===== config.mk =====
export PLATFORM = sky130hd
export DESIGN_NAME = converter_control_regs
export DESIGN_NICKNAME = d
export VERILOG_FILES = /design/src/conv_regs_pkg.sv /design/src/converter_control_regs.sv /design/src/level_ramp.sv
export VERILOG_INCLUDE_DIRS = /design/src
export SDC_FILE = /design/constraint.sdc
export NUM_CORES = 1
export LEC_CHECK = 0
export ABC_CLOCK_PERIOD_IN_PS = 6900
export BUFFER_PORTS_ARGS = -buffer_cell sky130_fd_sc_hd__buf_2
export CAP_MARGIN = 20
export CORE_ASPECT_RATIO = 1.4
export CORE_MARGIN = 3
export CORE_UTILIZATION = 60
export CTS_BUF_LIST = sky130_fd_sc_hd__clkbuf_8
export DETAILED_ROUTE_END_ITERATION = 12
export GPL_TIMING_DRIVEN = 0
export PLACE_DENSITY_LB_ADDON = 0.2
export SLEW_MARGIN = 30
export SYNTH_ARGS = -nofsm -noshare
export SYNTH_HDL_FRONTEND = slang
export SYNTH_SLANG_ARGS = --single-unit

===== constraint.sdc =====
create_clock -name clk -period 6.9 [get_ports clk]
set_input_delay 0.345 -clock clk [delete_from_list [all_inputs] [get_ports clk]]
set_output_delay 0.345 -clock clk [all_outputs]
set_load 0.01 [all_outputs]

===== src/conv_regs_map.svh =====
// Register offsets, field positions, reset values and timing counts of the converter control bank.
`ifndef CONV_REGS_MAP_SVH
`define CONV_REGS_MAP_SVH

// ----------------------------------------
// Register offsets
// ----------------------------------------
`define OFS_OUTPUT_LEVEL 8'h11
`define OFS_CONVERTER_SETUP 8'h12
`define OFS_FAULT_RESPONSE 8'h13

// ----------------------------------------
// Field positions
// ----------------------------------------
`define CS_RUN_BIT 7
`define CS_DRAIN_BIT 6
`define CS_SLOPE_HI 5
`define CS_SLOPE_LO 4
`define CS_FORCED_HI 3
`define CS_FORCED_LO 2
`define CS_SPARE_BIT 1
`define CS_AMP_BIT 0
`define FR_OVL_HI 7
`define FR_OVL_LO 6
`define FR_OVERRIDE_BIT 5

// ----------------------------------------
// Reset values
// ----------------------------------------
`define CONVERTER_SETUP_RST 8'h81
`define FAULT_RESPONSE_RST 8'h00
`define OUTPUT_LEVEL_RST 8'h84

// ----------------------------------------
// Timing
// ----------------------------------------
`define CLK_PERIOD_PS 5000
`define HICCUP_WAIT_MS 100
`define HICCUP_CYCLES ((`HICCUP_WAIT_MS * 64'd1000000000) / `CLK_PERIOD_PS)
// Picoseconds for a 25 mV step at 3.125 mV/us, the slope code 0 time; others scale from it.
`define STEP_MV 25
`define STEP_PS_CODE0 ((`STEP_MV * 64'd1000000000) / 3125)
`define STEP_CYCLES_CODE0 (`STEP_PS_CODE0 / `CLK_PERIOD_PS)

`endif


===== src/conv_regs_pkg.sv =====
// Types shared by the converter control bank.
package conv_regs_pkg;
  typedef enum logic [1:0] {MODE_AUTO, MODE_RSVD, MODE_PWM, MODE_BYPASS} forced_mode_t;
  typedef enum logic [1:0] {OVL_HICCUP, OVL_SHUTDOWN, OVL_LIMIT, OVL_RSVD} ovl_mode_t;
  typedef enum {PWR_OFF, PWR_RUN, PWR_HICCUP, PWR_LATCHED} pwr_state_t;
endpackage


===== src/converter_control_regs.sv =====
// Converter setup and fault response register bank with power control state.
`timescale 1ns/1ps
`default_nettype none
`include "conv_regs_map.svh"
module converter_control_regs #(
  parameter logic OTP_OVERRIDE = 1'b0,
  parameter longint unsigned HICCUP_CYCLES = `HICCUP_CYCLES
) (
  // Clock and reset
  input wire logic clk,
  input wire logic rst,
  // Enable pin and fault
  input wire logic enable_pin,
  input wire logic overcurrent,
  // Register access from the serial slave
  input wire logic wr_stb,
  input wire logic [7:0] wr_addr,
  input wire logic [7:0] wr_data,
  input wire logic rd_stb,
  input wire logic [7:0] rd_addr,
  input wire logic stop_valid_write,
  // Register read answer
  output logic [7:0] rd_data,
  output logic rd_valid,
  // Power stage control
  output logic serial_awake,
  output logic converter_on,
  output logic bypass_on,
  output logic pwm_forced,
  output logic drain_on,
  output logic amp_type2,
  output logic current_limit_only,
  output logic [1:0] slope_out,
  output logic [7:0] level_out,
  output logic reconfig_pulse
);
  logic [7:0] setup_r, setup_nxt;
  logic [7:0] fault_r, fault_nxt;
  logic [7:0] target_r, target_nxt;
  logic [7:0] rd_data_r, rd_data_nxt;
  logic rd_valid_r, rd_valid_nxt;
  logic en_d_r, en_d_nxt;
  logic otp_done_r, otp_done_nxt;
  logic [63:0] wait_r, wait_nxt;
  conv_regs_pkg::pwr_state_t st_r, st_nxt;
  logic awake_r, awake_nxt, conv_r, conv_nxt, byp_r, byp_nxt, pwm_r, pwm_nxt;
  logic drain_r, drain_nxt, amp_r, amp_nxt, lim_r, lim_nxt, reconf_r, reconf_nxt;
  logic [1:0] slope_r, slope_nxt;
  logic [7:0] ramp_level;
  logic enabled, run_req, en_rise, run_write;

  // ----------------------------------------
  // Registers
  // ----------------------------------------
  // Override means the pin is ignored, so a released button leaves the part up.
  assign enabled = fault_r[`FR_OVERRIDE_BIT] | enable_pin;
  assign run_req = enabled & setup_r[`CS_RUN_BIT];
  assign en_rise = enable_pin & ~en_d_r;
  assign run_write = wr_stb & enabled & (wr_addr == `OFS_CONVERTER_SETUP) & wr_data[`CS_RUN_BIT];

  always_comb begin
    setup_nxt = setup_r;
    fault_nxt = fault_r;
    target_nxt = target_r;
    rd_data_nxt = rd_data_r;
    rd_valid_nxt = 1'b0;
    en_d_nxt = enable_pin;
    otp_done_nxt = 1'b1;
    // The serial side is asleep while disabled, so accesses then are dropped.
    if (wr_stb & enabled) begin
      case (wr_addr)
        `OFS_OUTPUT_LEVEL: target_nxt = wr_data;
        `OFS_CONVERTER_SETUP: setup_nxt = wr_data;
        `OFS_FAULT_RESPONSE: fault_nxt = {wr_data[7:5], 5'h00};
        default: ;
      endcase
    end
    // The programmed override lands once after release, so a push-button part stays up when the pin drops.
    if (OTP_OVERRIDE && !otp_done_r) begin
      fault_nxt[`FR_OVERRIDE_BIT] = 1'b1;
    end
    if (rd_stb & enabled) begin
      rd_valid_nxt = 1'b1;
      case (rd_addr)
        `OFS_OUTPUT_LEVEL: rd_data_nxt = target_r;
        `OFS_CONVERTER_SETUP: rd_data_nxt = setup_r;
        `OFS_FAULT_RESPONSE: rd_data_nxt = fault_r;
        default: rd_data_nxt = 8'h00;
      endcase
    end
  end

  always_ff @(posedge clk or posedge rst) begin
    if (rst) begin
      setup_r <= `CONVERTER_SETUP_RST;
      fault_r <= `FAULT_RESPONSE_RST;
      target_r <= `OUTPUT_LEVEL_RST;
      rd_data_r <= 8'h00;
      rd_valid_r <= 1'b0;
      en_d_r <= 1'b0;
      otp_done_r <= 1'b0;
    end else begin
      setup_r <= setup_nxt;
      fault_r <= fault_nxt;
      target_r <= target_nxt;
      rd_data_r <= rd_data_nxt;
      rd_valid_r <= rd_valid_nxt;
      en_d_r <= en_d_nxt;
      otp_done_r <= otp_done_nxt;
    end
  end

  // ----------------------------------------
  // Power control
  // ----------------------------------------
  always_comb begin
    st_nxt = st_r;
    wait_nxt = wait_r;
    case (st_r)
      conv_regs_pkg::PWR_OFF: begin
        if (run_req) st_nxt = conv_regs_pkg::PWR_RUN;
      end
      conv_regs_pkg::PWR_RUN: begin
        if (!run_req) begin
          st_nxt = conv_regs_pkg::PWR_OFF;
        end else if (overcurrent) begin
          case (conv_regs_pkg::ovl_mode_t'(fault_r[`FR_OVL_HI:`FR_OVL_LO]))
            conv_regs_pkg::OVL_HICCUP: begin
              st_nxt = conv_regs_pkg::PWR_HICCUP;
              wait_nxt = 64'h0;
            end
            conv_regs_pkg::OVL_SHUTDOWN: st_nxt = conv_regs_pkg::PWR_LATCHED;
            default: ;
          endcase
        end
      end
      conv_regs_pkg::PWR_HICCUP: begin
        if (!run_req) begin
          st_nxt = conv_regs_pkg::PWR_OFF;
        end else if (wait_r + 64'h1 >= HICCUP_CYCLES) begin
          st_nxt = conv_regs_pkg::PWR_RUN;
        end else begin
          wait_nxt = wait_r + 64'h1;
        end
      end
      conv_regs_pkg::PWR_LATCHED: begin
        // Only a run write or a fresh pin edge restarts; a still-high pin does not.
        if (!enabled) st_nxt = conv_regs_pkg::PWR_OFF;
        else if (run_write | en_rise) st_nxt = conv_regs_pkg::PWR_RUN;
      end
      default: st_nxt = conv_regs_pkg::PWR_OFF;
    endcase
  end

  always_comb begin
    awake_nxt = enabled;
    conv_nxt = (st_nxt == conv_regs_pkg::PWR_RUN);
    // Bypass survives a run bit clear but not a dead pin.
    byp_nxt = enabled & (setup_r[`CS_FORCED_HI:`CS_FORCED_LO] == 2'(conv_regs_pkg::MODE_BYPASS));
    if (byp_nxt) conv_nxt = 1'b0;
    pwm_nxt = conv_nxt & (setup_r[`CS_FORCED_HI:`CS_FORCED_LO] == 2'(conv_regs_pkg::MODE_PWM));
    drain_nxt = enabled & ~setup_r[`CS_RUN_BIT] & setup_r[`CS_DRAIN_BIT] & ~byp_nxt;
    amp_nxt = setup_r[`CS_AMP_BIT];
    lim_nxt = fault_r[`FR_OVL_HI];
    slope_nxt = setup_r[`CS_SLOPE_HI:`CS_SLOPE_LO];
    reconf_nxt = stop_valid_write & enabled;
  end

  always_ff @(posedge clk or posedge rst) begin
    if (rst) begin
      st_r <= conv_regs_pkg::PWR_OFF;
      wait_r <= 64'h0;
      awake_r <= 1'b0;
      conv_r <= 1'b0;
      byp_r <= 1'b0;
      pwm_r <= 1'b0;
      drain_r <= 1'b0;
      amp_r <= 1'b1;
      lim_r <= 1'b0;
      slope_r <= 2'h0;
      reconf_r <= 1'b0;
    end else begin
      st_r <= st_nxt;
      wait_r <= wait_nxt;
      awake_r <= awake_nxt;
      conv_r <= conv_nxt;
      byp_r <= byp_nxt;
      pwm_r <= pwm_nxt;
      drain_r <= drain_nxt;
      amp_r <= amp_nxt;
      lim_r <= lim_nxt;
      slope_r <= slope_nxt;
      reconf_r <= reconf_nxt;
    end
  end

  // ----------------------------------------
  // Output level ramp
  // ----------------------------------------
  level_ramp u_ramp (
    .clk(clk),
    .rst(rst),
    .target(target_r),
    .slope(setup_r[`CS_SLOPE_HI:`CS_SLOPE_LO]),
    .level(ramp_level),
    .busy()
  );

  assign rd_data = rd_data_r;
  assign rd_valid = rd_valid_r;
  assign serial_awake = awake_r;
  assign converter_on = conv_r;
  assign bypass_on = byp_r;
  assign pwm_forced = pwm_r;
  assign drain_on = drain_r;
  assign amp_type2 = amp_r;
  assign current_limit_only = lim_r;
  assign slope_out = slope_r;
  assign level_out = ramp_level;
  assign reconfig_pulse = reconf_r;
endmodule // converter_control_regs
`default_nettype wire


===== src/level_ramp.sv =====
// Output level ramp that walks the target in 25 mV steps at the selected slope.
`timescale 1ns/1ps
`default_nettype none
`include "conv_regs_map.svh"
module level_ramp #(
  parameter int unsigned STEP_CYCLES = 32'(`STEP_CYCLES_CODE0)
) (
  // Clock and reset
  input wire logic clk,
  input wire logic rst,
  // Target and slope
  input wire logic [7:0] target,
  input wire logic [1:0] slope,
  // Ramped output
  output logic [7:0] level,
  output logic busy
);
  logic [7:0] level_r, level_nxt;
  logic [31:0] cnt_r, cnt_nxt;
  logic busy_r, busy_nxt;

  // Code 0 is 3.125, 1 is twice as fast, 2 a quarter, 3 half.
  function automatic logic [31:0] step_len(input logic [1:0] s);
    case (s)
      2'h0: step_len = 32'(STEP_CYCLES);
      2'h1: step_len = 32'(STEP_CYCLES / 2);
      2'h2: step_len = 32'(STEP_CYCLES * 4);
      default: step_len = 32'(STEP_CYCLES * 2);
    endcase
  endfunction

  always_comb begin
    level_nxt = level_r;
    cnt_nxt = cnt_r;
    busy_nxt = (level_r != target);
    if (level_r == target) begin
      cnt_nxt = 32'h0;
    end else if (cnt_r + 32'h1 >= step_len(slope)) begin
      cnt_nxt = 32'h0;
      level_nxt = (level_r < target) ? level_r + 8'h01 : level_r - 8'h01;
    end else begin
      cnt_nxt = cnt_r + 32'h1;
    end
  end

  always_ff @(posedge clk or posedge rst) begin
    if (rst) begin
      level_r <= `OUTPUT_LEVEL_RST;
      cnt_r <= 32'h0;
      busy_r <= 1'b0;
    end else begin
      level_r <= level_nxt;
      cnt_r <= cnt_nxt;
      busy_r <= busy_nxt;
    end
  end

  assign level = level_r;
  assign busy = busy_r;
endmodule // level_ramp
`default_nettype wire


## Word-level counts from Yosys, hierarchy flattened

Cells that the tools add are included.

- Register bits: 175
- Latch bits: 0
- Bits in writable memories: 0
- ROM bits: 0
- Bits of input ports: 31
- Output and inout bits: 27
- Word-level logic and storage cells: 97
- Memories: 0

- Add/subtract/negate cells: 4
- Multipliers: 0
- Div/mod/pow operators: 0
- Order comparisons: 3
- Equal/unequal tests: 21
- Shifts and indexed selects: 0
- Muxes and demuxes: 23
- Bitwise operators: 18
- Reductions and logical operators: 9

Operator list:

| kind | number |
|---|---|
| 2-to-1 mux 32 bit | 10 |
| 2-to-1 mux 64 bit | 5 |
| one-hot mux 32 bit (4 select lines) | 1 |
| one-hot mux 64 bit (2 select lines) | 1 |
| equality test 32 x 2 -> 1 bit, second input constant | 3 |
| adder 64 x 1 -> 64 bit, second input constant | 1 |
| >= comparator 64 x 25 -> 1 bit, second input constant | 1 |
| one-hot mux 32 bit (2 select lines) | 1 |
| equality test 8 x 5 -> 1 bit, second input constant | 6 |
| one-hot mux 13 bit (3 select lines) | 1 |
| adder 32 x 1 -> 32 bit, second input constant | 1 |
| equality test 32 x 1 -> 1 bit, second input constant | 1 |
| >= comparator 32 bit | 1 |
| zero test 32 bit | 1 |
| one-hot mux 8 bit (3 select lines) | 1 |
| bitwise AND 1 bit | 12 |
| != test 2 bit, second input constant | 5 |
| adder 8 x 1 -> 8 bit, second input constant | 1 |
| equality test 8 bit | 1 |
| < comparator 8 bit | 1 |
| 2-to-1 mux 8 bit | 1 |
| AND reduction 2 bit | 4 |
| subtractor 8 x 1 -> 8 bit, second input constant | 1 |
| equality test 2 bit, second input constant | 3 |
| other kinds (7) | 14 |

## Depth between registers and ports, before layout

- Depth after elaboration: 11
- Mapped depth: 17
- Depth with buffers taken out: 17

## Modules after synthesis

Synthesis repeated with hierarchy kept, for this count alone.

- Cells, all modules: 968
- Area total of the unflattened synthesis: 9571.7 um2

Modules (own cells, without submodules):

| module | times used | cells an instance | area each (um2) | seq. area each (um2) |
|---|---|---|---|---|
| converter_control_regs | 1 | 703 | 6801.5 | 3384.5 |
| level_ramp | 1 | 265 | 2770.2 | 1028.5 |

## Least setup slack after synthesis

No wires, ideal clock.

- Kind: register to register
- Start point: register wait_r[9]
- End point: register wait_r[36]
- Arrival: 3.137 ns
- Required time: 6.781 ns
- Slack: 3.644 ns
- Cell stages (with the launch flop): 13
- Path buffers: 3
- Clock period less this slack: 3.256 ns
- Cell sequence: dfrtp_1 clkbuf_1 nand3_1 nor4_1 and4_1 nand4_1 mux2i_1 or4b_1 nor4_4 a41oi_2 buf_2 buf_2 and2_1

- Cells in the longest elaborated chain, start to end: 4
- Elaborated cells on any way between the ends: 7
- Classes of those cells: add/sub: 1; order compare: 1; eq/ne: 1; mux: 3; reduce/logical: 1

RTL lines:

| what | RTL line | source |
|---|---|---|
| start, declared | converter_control_regs.sv:44 | `logic [63:0] wait_r, wait_nxt;` |
| start signal, assigned | converter_control_regs.sv:184 | `wait_r <= wait_nxt;` |
| adder 64 x 1 -> 64 bit * | converter_control_regs.sv:140, converter_control_regs.sv:143 |  |
| >= comparator 64 x 25 -> 1 bit or 2-to-1 mux 64 bit (tied branches) | converter_control_regs.sv:140 | `end else if (wait_r + 64'h1 >= HICCUP_CYCLES) begin` |
| != test 2 bit (no source line) or 2-to-1 mux 64 bit (tied branches) | - |  |
| AND reduction 6 bit (no source line) or one-hot mux 64 bit (2 select lines) (tied branches) | - |  |

Every way passes the cells marked *; elsewhere a longest branch is shown, timed or not. The select of a mux whose other input is x is not followed.
A chain may end at the register's enable or synchronous reset.

## Worst setup path after layout

- Start point: register u_ramp.cnt_r[0]
- End point: register u_ramp.cnt_r[10]

- Cells in the longest elaborated chain, start to end: 4

RTL lines:

| what | RTL line | source |
|---|---|---|
| start, declared | level_ramp.sv:19 | `logic [31:0] cnt_r, cnt_nxt;` |
| start signal, assigned | level_ramp.sv:53 | `cnt_r <= cnt_nxt;` |
| adder 32 x 1 -> 32 bit * | level_ramp.sv:38, level_ramp.sv:42 |  |
| >= comparator 32 bit | level_ramp.sv:38 | `end else if (cnt_r + 32'h1 >= step_len(slope)) begin` |
| 2-to-1 mux 32 bit * | level_ramp.sv:38 |  |
| 2-to-1 mux 32 bit * | level_ramp.sv:36 | `if (level_r == target) begin` |
| via u_ramp.cnt_nxt[10] | level_ramp.sv:19 |  |

The timed path passes the listed nets; every way through them passes the cells marked *.

==> results.rst <==
.. list-table::
   :header-rows: 1

   * - Metric
     - Value
   * - Number of standard-cell rows in the floorplan
     - 52
   * - Ys async rst share
     - 1.00
   * - Instance count along the most critical hold path
     - 3
   * - Clock-pin transition on the worst setup and hold timing paths
     - around 0.090 ns
   * - Power density normalized to cell area
     - 191 nW/um2
   * - Final Cycle Share
     - 0.629
   * - Clock network latency to the later pin of the worst-skew pair
     - between 0.4 and 0.5 ns
   * - Pin count of the biggest net entering global routing
     - 99
   * - Least-Margin Pin Slew
     - 0.856 ns
   * - Wire length per cell after detailed routing
     - between 15 and 20 um
   * - Setup CP Type
     - reg2reg
   * - Total Negative Setup Slacks
     - 0 ns
   * - Final setup vio count
     - 0
   * - Critical Path Sink Type
     - register
   * - Clock root buffer
     - sky130_fd_sc_hd__clkbuf_8
   * - Max frequency
     - ~230 MHz
   * - Number of antenna violations at the first check in global routing
     - 0
   * - Placer's final routability congestion estimate
     - 0.989
   * - Vias
     - roughly 7,300
   * - Total number of clock tree sinks
     - 175
   * - Vias in the first global route
     - about 7,100
   * - Finished Layout Cells
     - about 1,200
   * - Hold/Removal Path Class
     - in2reg
   * - Setup slack of the most critical reg-to-reg path
     - between 2 and 3 ns
   * - Run status
     - complete, no violations
   * - Req. time, crit path
     - about 7.3 ns
   * - EDFF count, synth
     - 0
   * - Number of buffers created by CTS
     - 17
   * - Number of placed cells counting well taps
     - roughly 1,200
   * - Number of top-level design ports
     - 58
   * - DRC Markers
     - 0
   * - Total routed wirelength
     - a little over 20,000 um
   * - Warning count from the yosys run
     - 0
   * - Horizontal die dimension
     - between 100 and 150 um
   * - Vias per cell
     - roughly 6
   * - Wire length of the first global-routing pass
     - between 30,000 and 40,000 um
   * - Maximum number of buffers from clock root to sink
     - 2
   * - Cell Area, Synth
     - about 9000 um2
   * - Number of port buffers
     - between 50 and 60
   * - Global router's overall resource usage
     - 0.266
   * - Worst slew slack as a fraction of its limit
     - 0.424
   * - Met2 wirelength from detailed routing
     - roughly 11,000 um
   * - Final #Nets
     - 1,100
   * - Antenna Diode Count
     - 0
   * - Sequential element share of the synthesized area
     - 0.489
   * - Number of maximum-capacitance violations
     - 0
   * - Final max-slew violation count
     - 0
   * - Post-synthesis sequential element count
     - about 180
   * - Met3 routed wirelength
     - about 1100 um
   * - Clock tree from TritonCTS
     - yes
   * - Distinct cell type count of the synthesized netlist
     - 68
   * - Startpoint Class
     - register
   * - Met1 wire length
     - ~8200 um
   * - PostCTS Resize Cnt
     - 0
   * - Detailed-routing iteration count for the pre-antenna-repair pass
     - 5
   * - Leakage power of the design
     - 4.62 nW
   * - Final Hold Vio Count
     - 0
   * - Main synth FF type
     - sky130_fd_sc_hd__dfrtp_1
   * - Die height
     - between 150 and 200 um
   * - Peak supply drop
     - between 0.15 and 0.2 mV
   * - Area of the die
     - 16,500 um2
   * - Layout area overhead
     - 13.0%
   * - Number of H-tree levels
     - 4
   * - DRT antenna net count
     - 0
   * - Post-Syn Area per Cell
     - between 9 and 10 um2
   * - Highest metal layer with signal wires
     - met4
   * - Number of DRC markers after the initial detailed-route iteration
     - 473
   * - Post-layout min period
     - approximately 4.3 ns
   * - Setup repair after global routing missed its margin
     - false
   * - Placeable core area
     - between 10,000 and 15,000 um2
   * - Count of cells along the worst register-to-register path
     - 13
   * - Proportion of layout cells with a drive suffix above 1
     - 0.128
   * - Highest fanout seen on the critical path
     - 10
   * - Overall overflow remaining after global route
     - 0
   * - Placed wire-length estimate
     - 15,000 um
   * - Initial cell density of the core
     - 0.616
   * - Post-Synthesis Cells
     - roughly 910
   * - Skew final
     - approximately 0.012 ns
   * - Data arrival, critical path
     - approximately 4.7 ns
stage by stage:
step / total power, mW / util / instance area, um2 / setup WS (ns) / hold WS [ns]
after floorplan: 1.16 / - / 9160 / 1.82 / 0.359
after global placement: 1.20 / 0.664 / 9680 / 0.0818 / 0.373
after detailed placement: 1.21 / 0.667 / 9720 / 2.59 / 0.371
after CTS: 1.95 / 0.697 / 10200 / 2.53 / 0.0651
after global routing: 2.02 / 0.697 / 10200 / 2.13 / 0.0818
final: 1.94 / 0.697 / 10200 / 2.56 / 0.0992
layout make-up:
cell class	count	area, um2
buffer	29	119
multi-input combinational	720	4520
inverter	35	139
clock inverter	14	180
fill	1152	4420
sequential	175	4390
tap	189	236
timing repair buffer	60	333
clock buffer	17	234
critical path, cell delays in order (launching register included):
cell	delay [ns]
sky130_fd_sc_hd__dfrtp_1	0.44
sky130_fd_sc_hd__ha_1	0.27
sky130_fd_sc_hd__nand4_1	0.24
sky130_fd_sc_hd__nor3_1	0.75
sky130_fd_sc_hd__nand2_1	0.16
sky130_fd_sc_hd__xnor2_1	0.24
sky130_fd_sc_hd__ha_1	0.27
sky130_fd_sc_hd__nor2b_1	0.13
sky130_fd_sc_hd__a2111oi_0	0.28
sky130_fd_sc_hd__o211ai_1	0.16
sky130_fd_sc_hd__nor4_1	0.55
sky130_fd_sc_hd__o21ai_1	0.26
sky130_fd_sc_hd__clkbuf_1	0.30
sky130_fd_sc_hd__nor2b_1	0.20
layout by cell type (no fill, tap or decap), drive strengths merged, types with 8 or more instances in the layout:
cell type  netlist  routed
nand4           38      38
mux2            18      18
a31oi            8       8
conb             1      49
clkbuf          22      39
dfrtp          168     168
a21oi           21      21
o31ai           26      26
nand3           54      54
nand2           73      73
buf              7      65
inv             35      42
nor2            75      75
xnor2           31      31
ha              30      30
nor3            22      22
nor4            30      30
and4            11      11
nor2b           18      18
and3            16      16
o21ai           56      56
and2            43      43
xor2            19      19
final timing paths:
kind                                     to             from
min in group asynchronous        wait_r[53]              rst
max reg2reg                u_ramp.cnt_r[10]  u_ramp.cnt_r[0]
max                        u_ramp.cnt_r[10]  u_ramp.cnt_r[0]
min                             target_r[1]       wr_data[1]
max in group asynchronous        setup_r[0]              rst
min reg2reg                       amp_type2       setup_r[0]
timing repair:
| action | CTS | global route |
|---|---|---|
| setup buffers | 0 | 0 |
| hold buffers | 2 | 0 |
| endpoints found under the hold margin | 78 | 0 |
report_power, final:
group	internal, mW	switching, mW	total (mW)
sequential	1.05	0.0231	1.08
clock	0.364	0.385	0.749
combinational	0.0463	0.0668	0.113
cells in the mapped netlist (all sizes together), types with 4 or more instances:
cell type  instances  area share
mux2i              6      0.0067
a22oi              5      0.0042
clkbuf            22      0.0095
nand4             38       0.027
buf                7      0.0038
xnor2             31       0.030
xor2              19       0.019
o211ai             4      0.0033
o31ai             26       0.022
nor2b             18       0.013
and4              11       0.011
and2              43       0.030
dfstp              7       0.020
nor2              75       0.031
ha                30       0.042
nor4              30       0.025
nand3             54       0.032
nand2             73       0.031
a31oi              8      0.0056
a211oi             7      0.0059
or3                5      0.0035
nor3              22       0.013
and3              16       0.011
a21oi             21       0.012
or4                7      0.0063
o21ai             56       0.031
dfrtp            168        0.47
inv               35       0.015
a21o               7      0.0059
mux2              18       0.023
a22o               7      0.0068
routing by layer:
layer / up-vias / GRT usage
met5: - / 0
met2: 218 / 0.447
met3: 57 / 0.0567
li1: 3488 / -
met1: 3509 / 0.327
met4: 0 / 0.117
cell families after synthesis:
logic type,Yosys count,synth area share
xor gates and xnor gates,50,0.0488
DFF,175,0.489
and+or+nand+nor,408,0.248
adders and majority gates,31,0.0440
AOI/OAI and AO/OA,158,0.113
other,1,0.000417
buffers and inverters,64,0.0279
muxes,24,0.0297
state kept, by name (all words and copies together), names as in the netlist:
register and count:
amp_type2 1, bypass_on 1, converter_on 1, current_limit_only 1, drain_on 1, en_d_r 1, fault_r 3, pwm_forced 1
rd_data 8, rd_valid 1, reconfig_pulse 1, serial_awake 1, setup_r 8, slope_out 2, st_r 32, target_r 8
u_ramp.cnt_r 32, u_ramp.level 8, wait_r 64
Note: power is estimated with default switching activity, not from simulation.
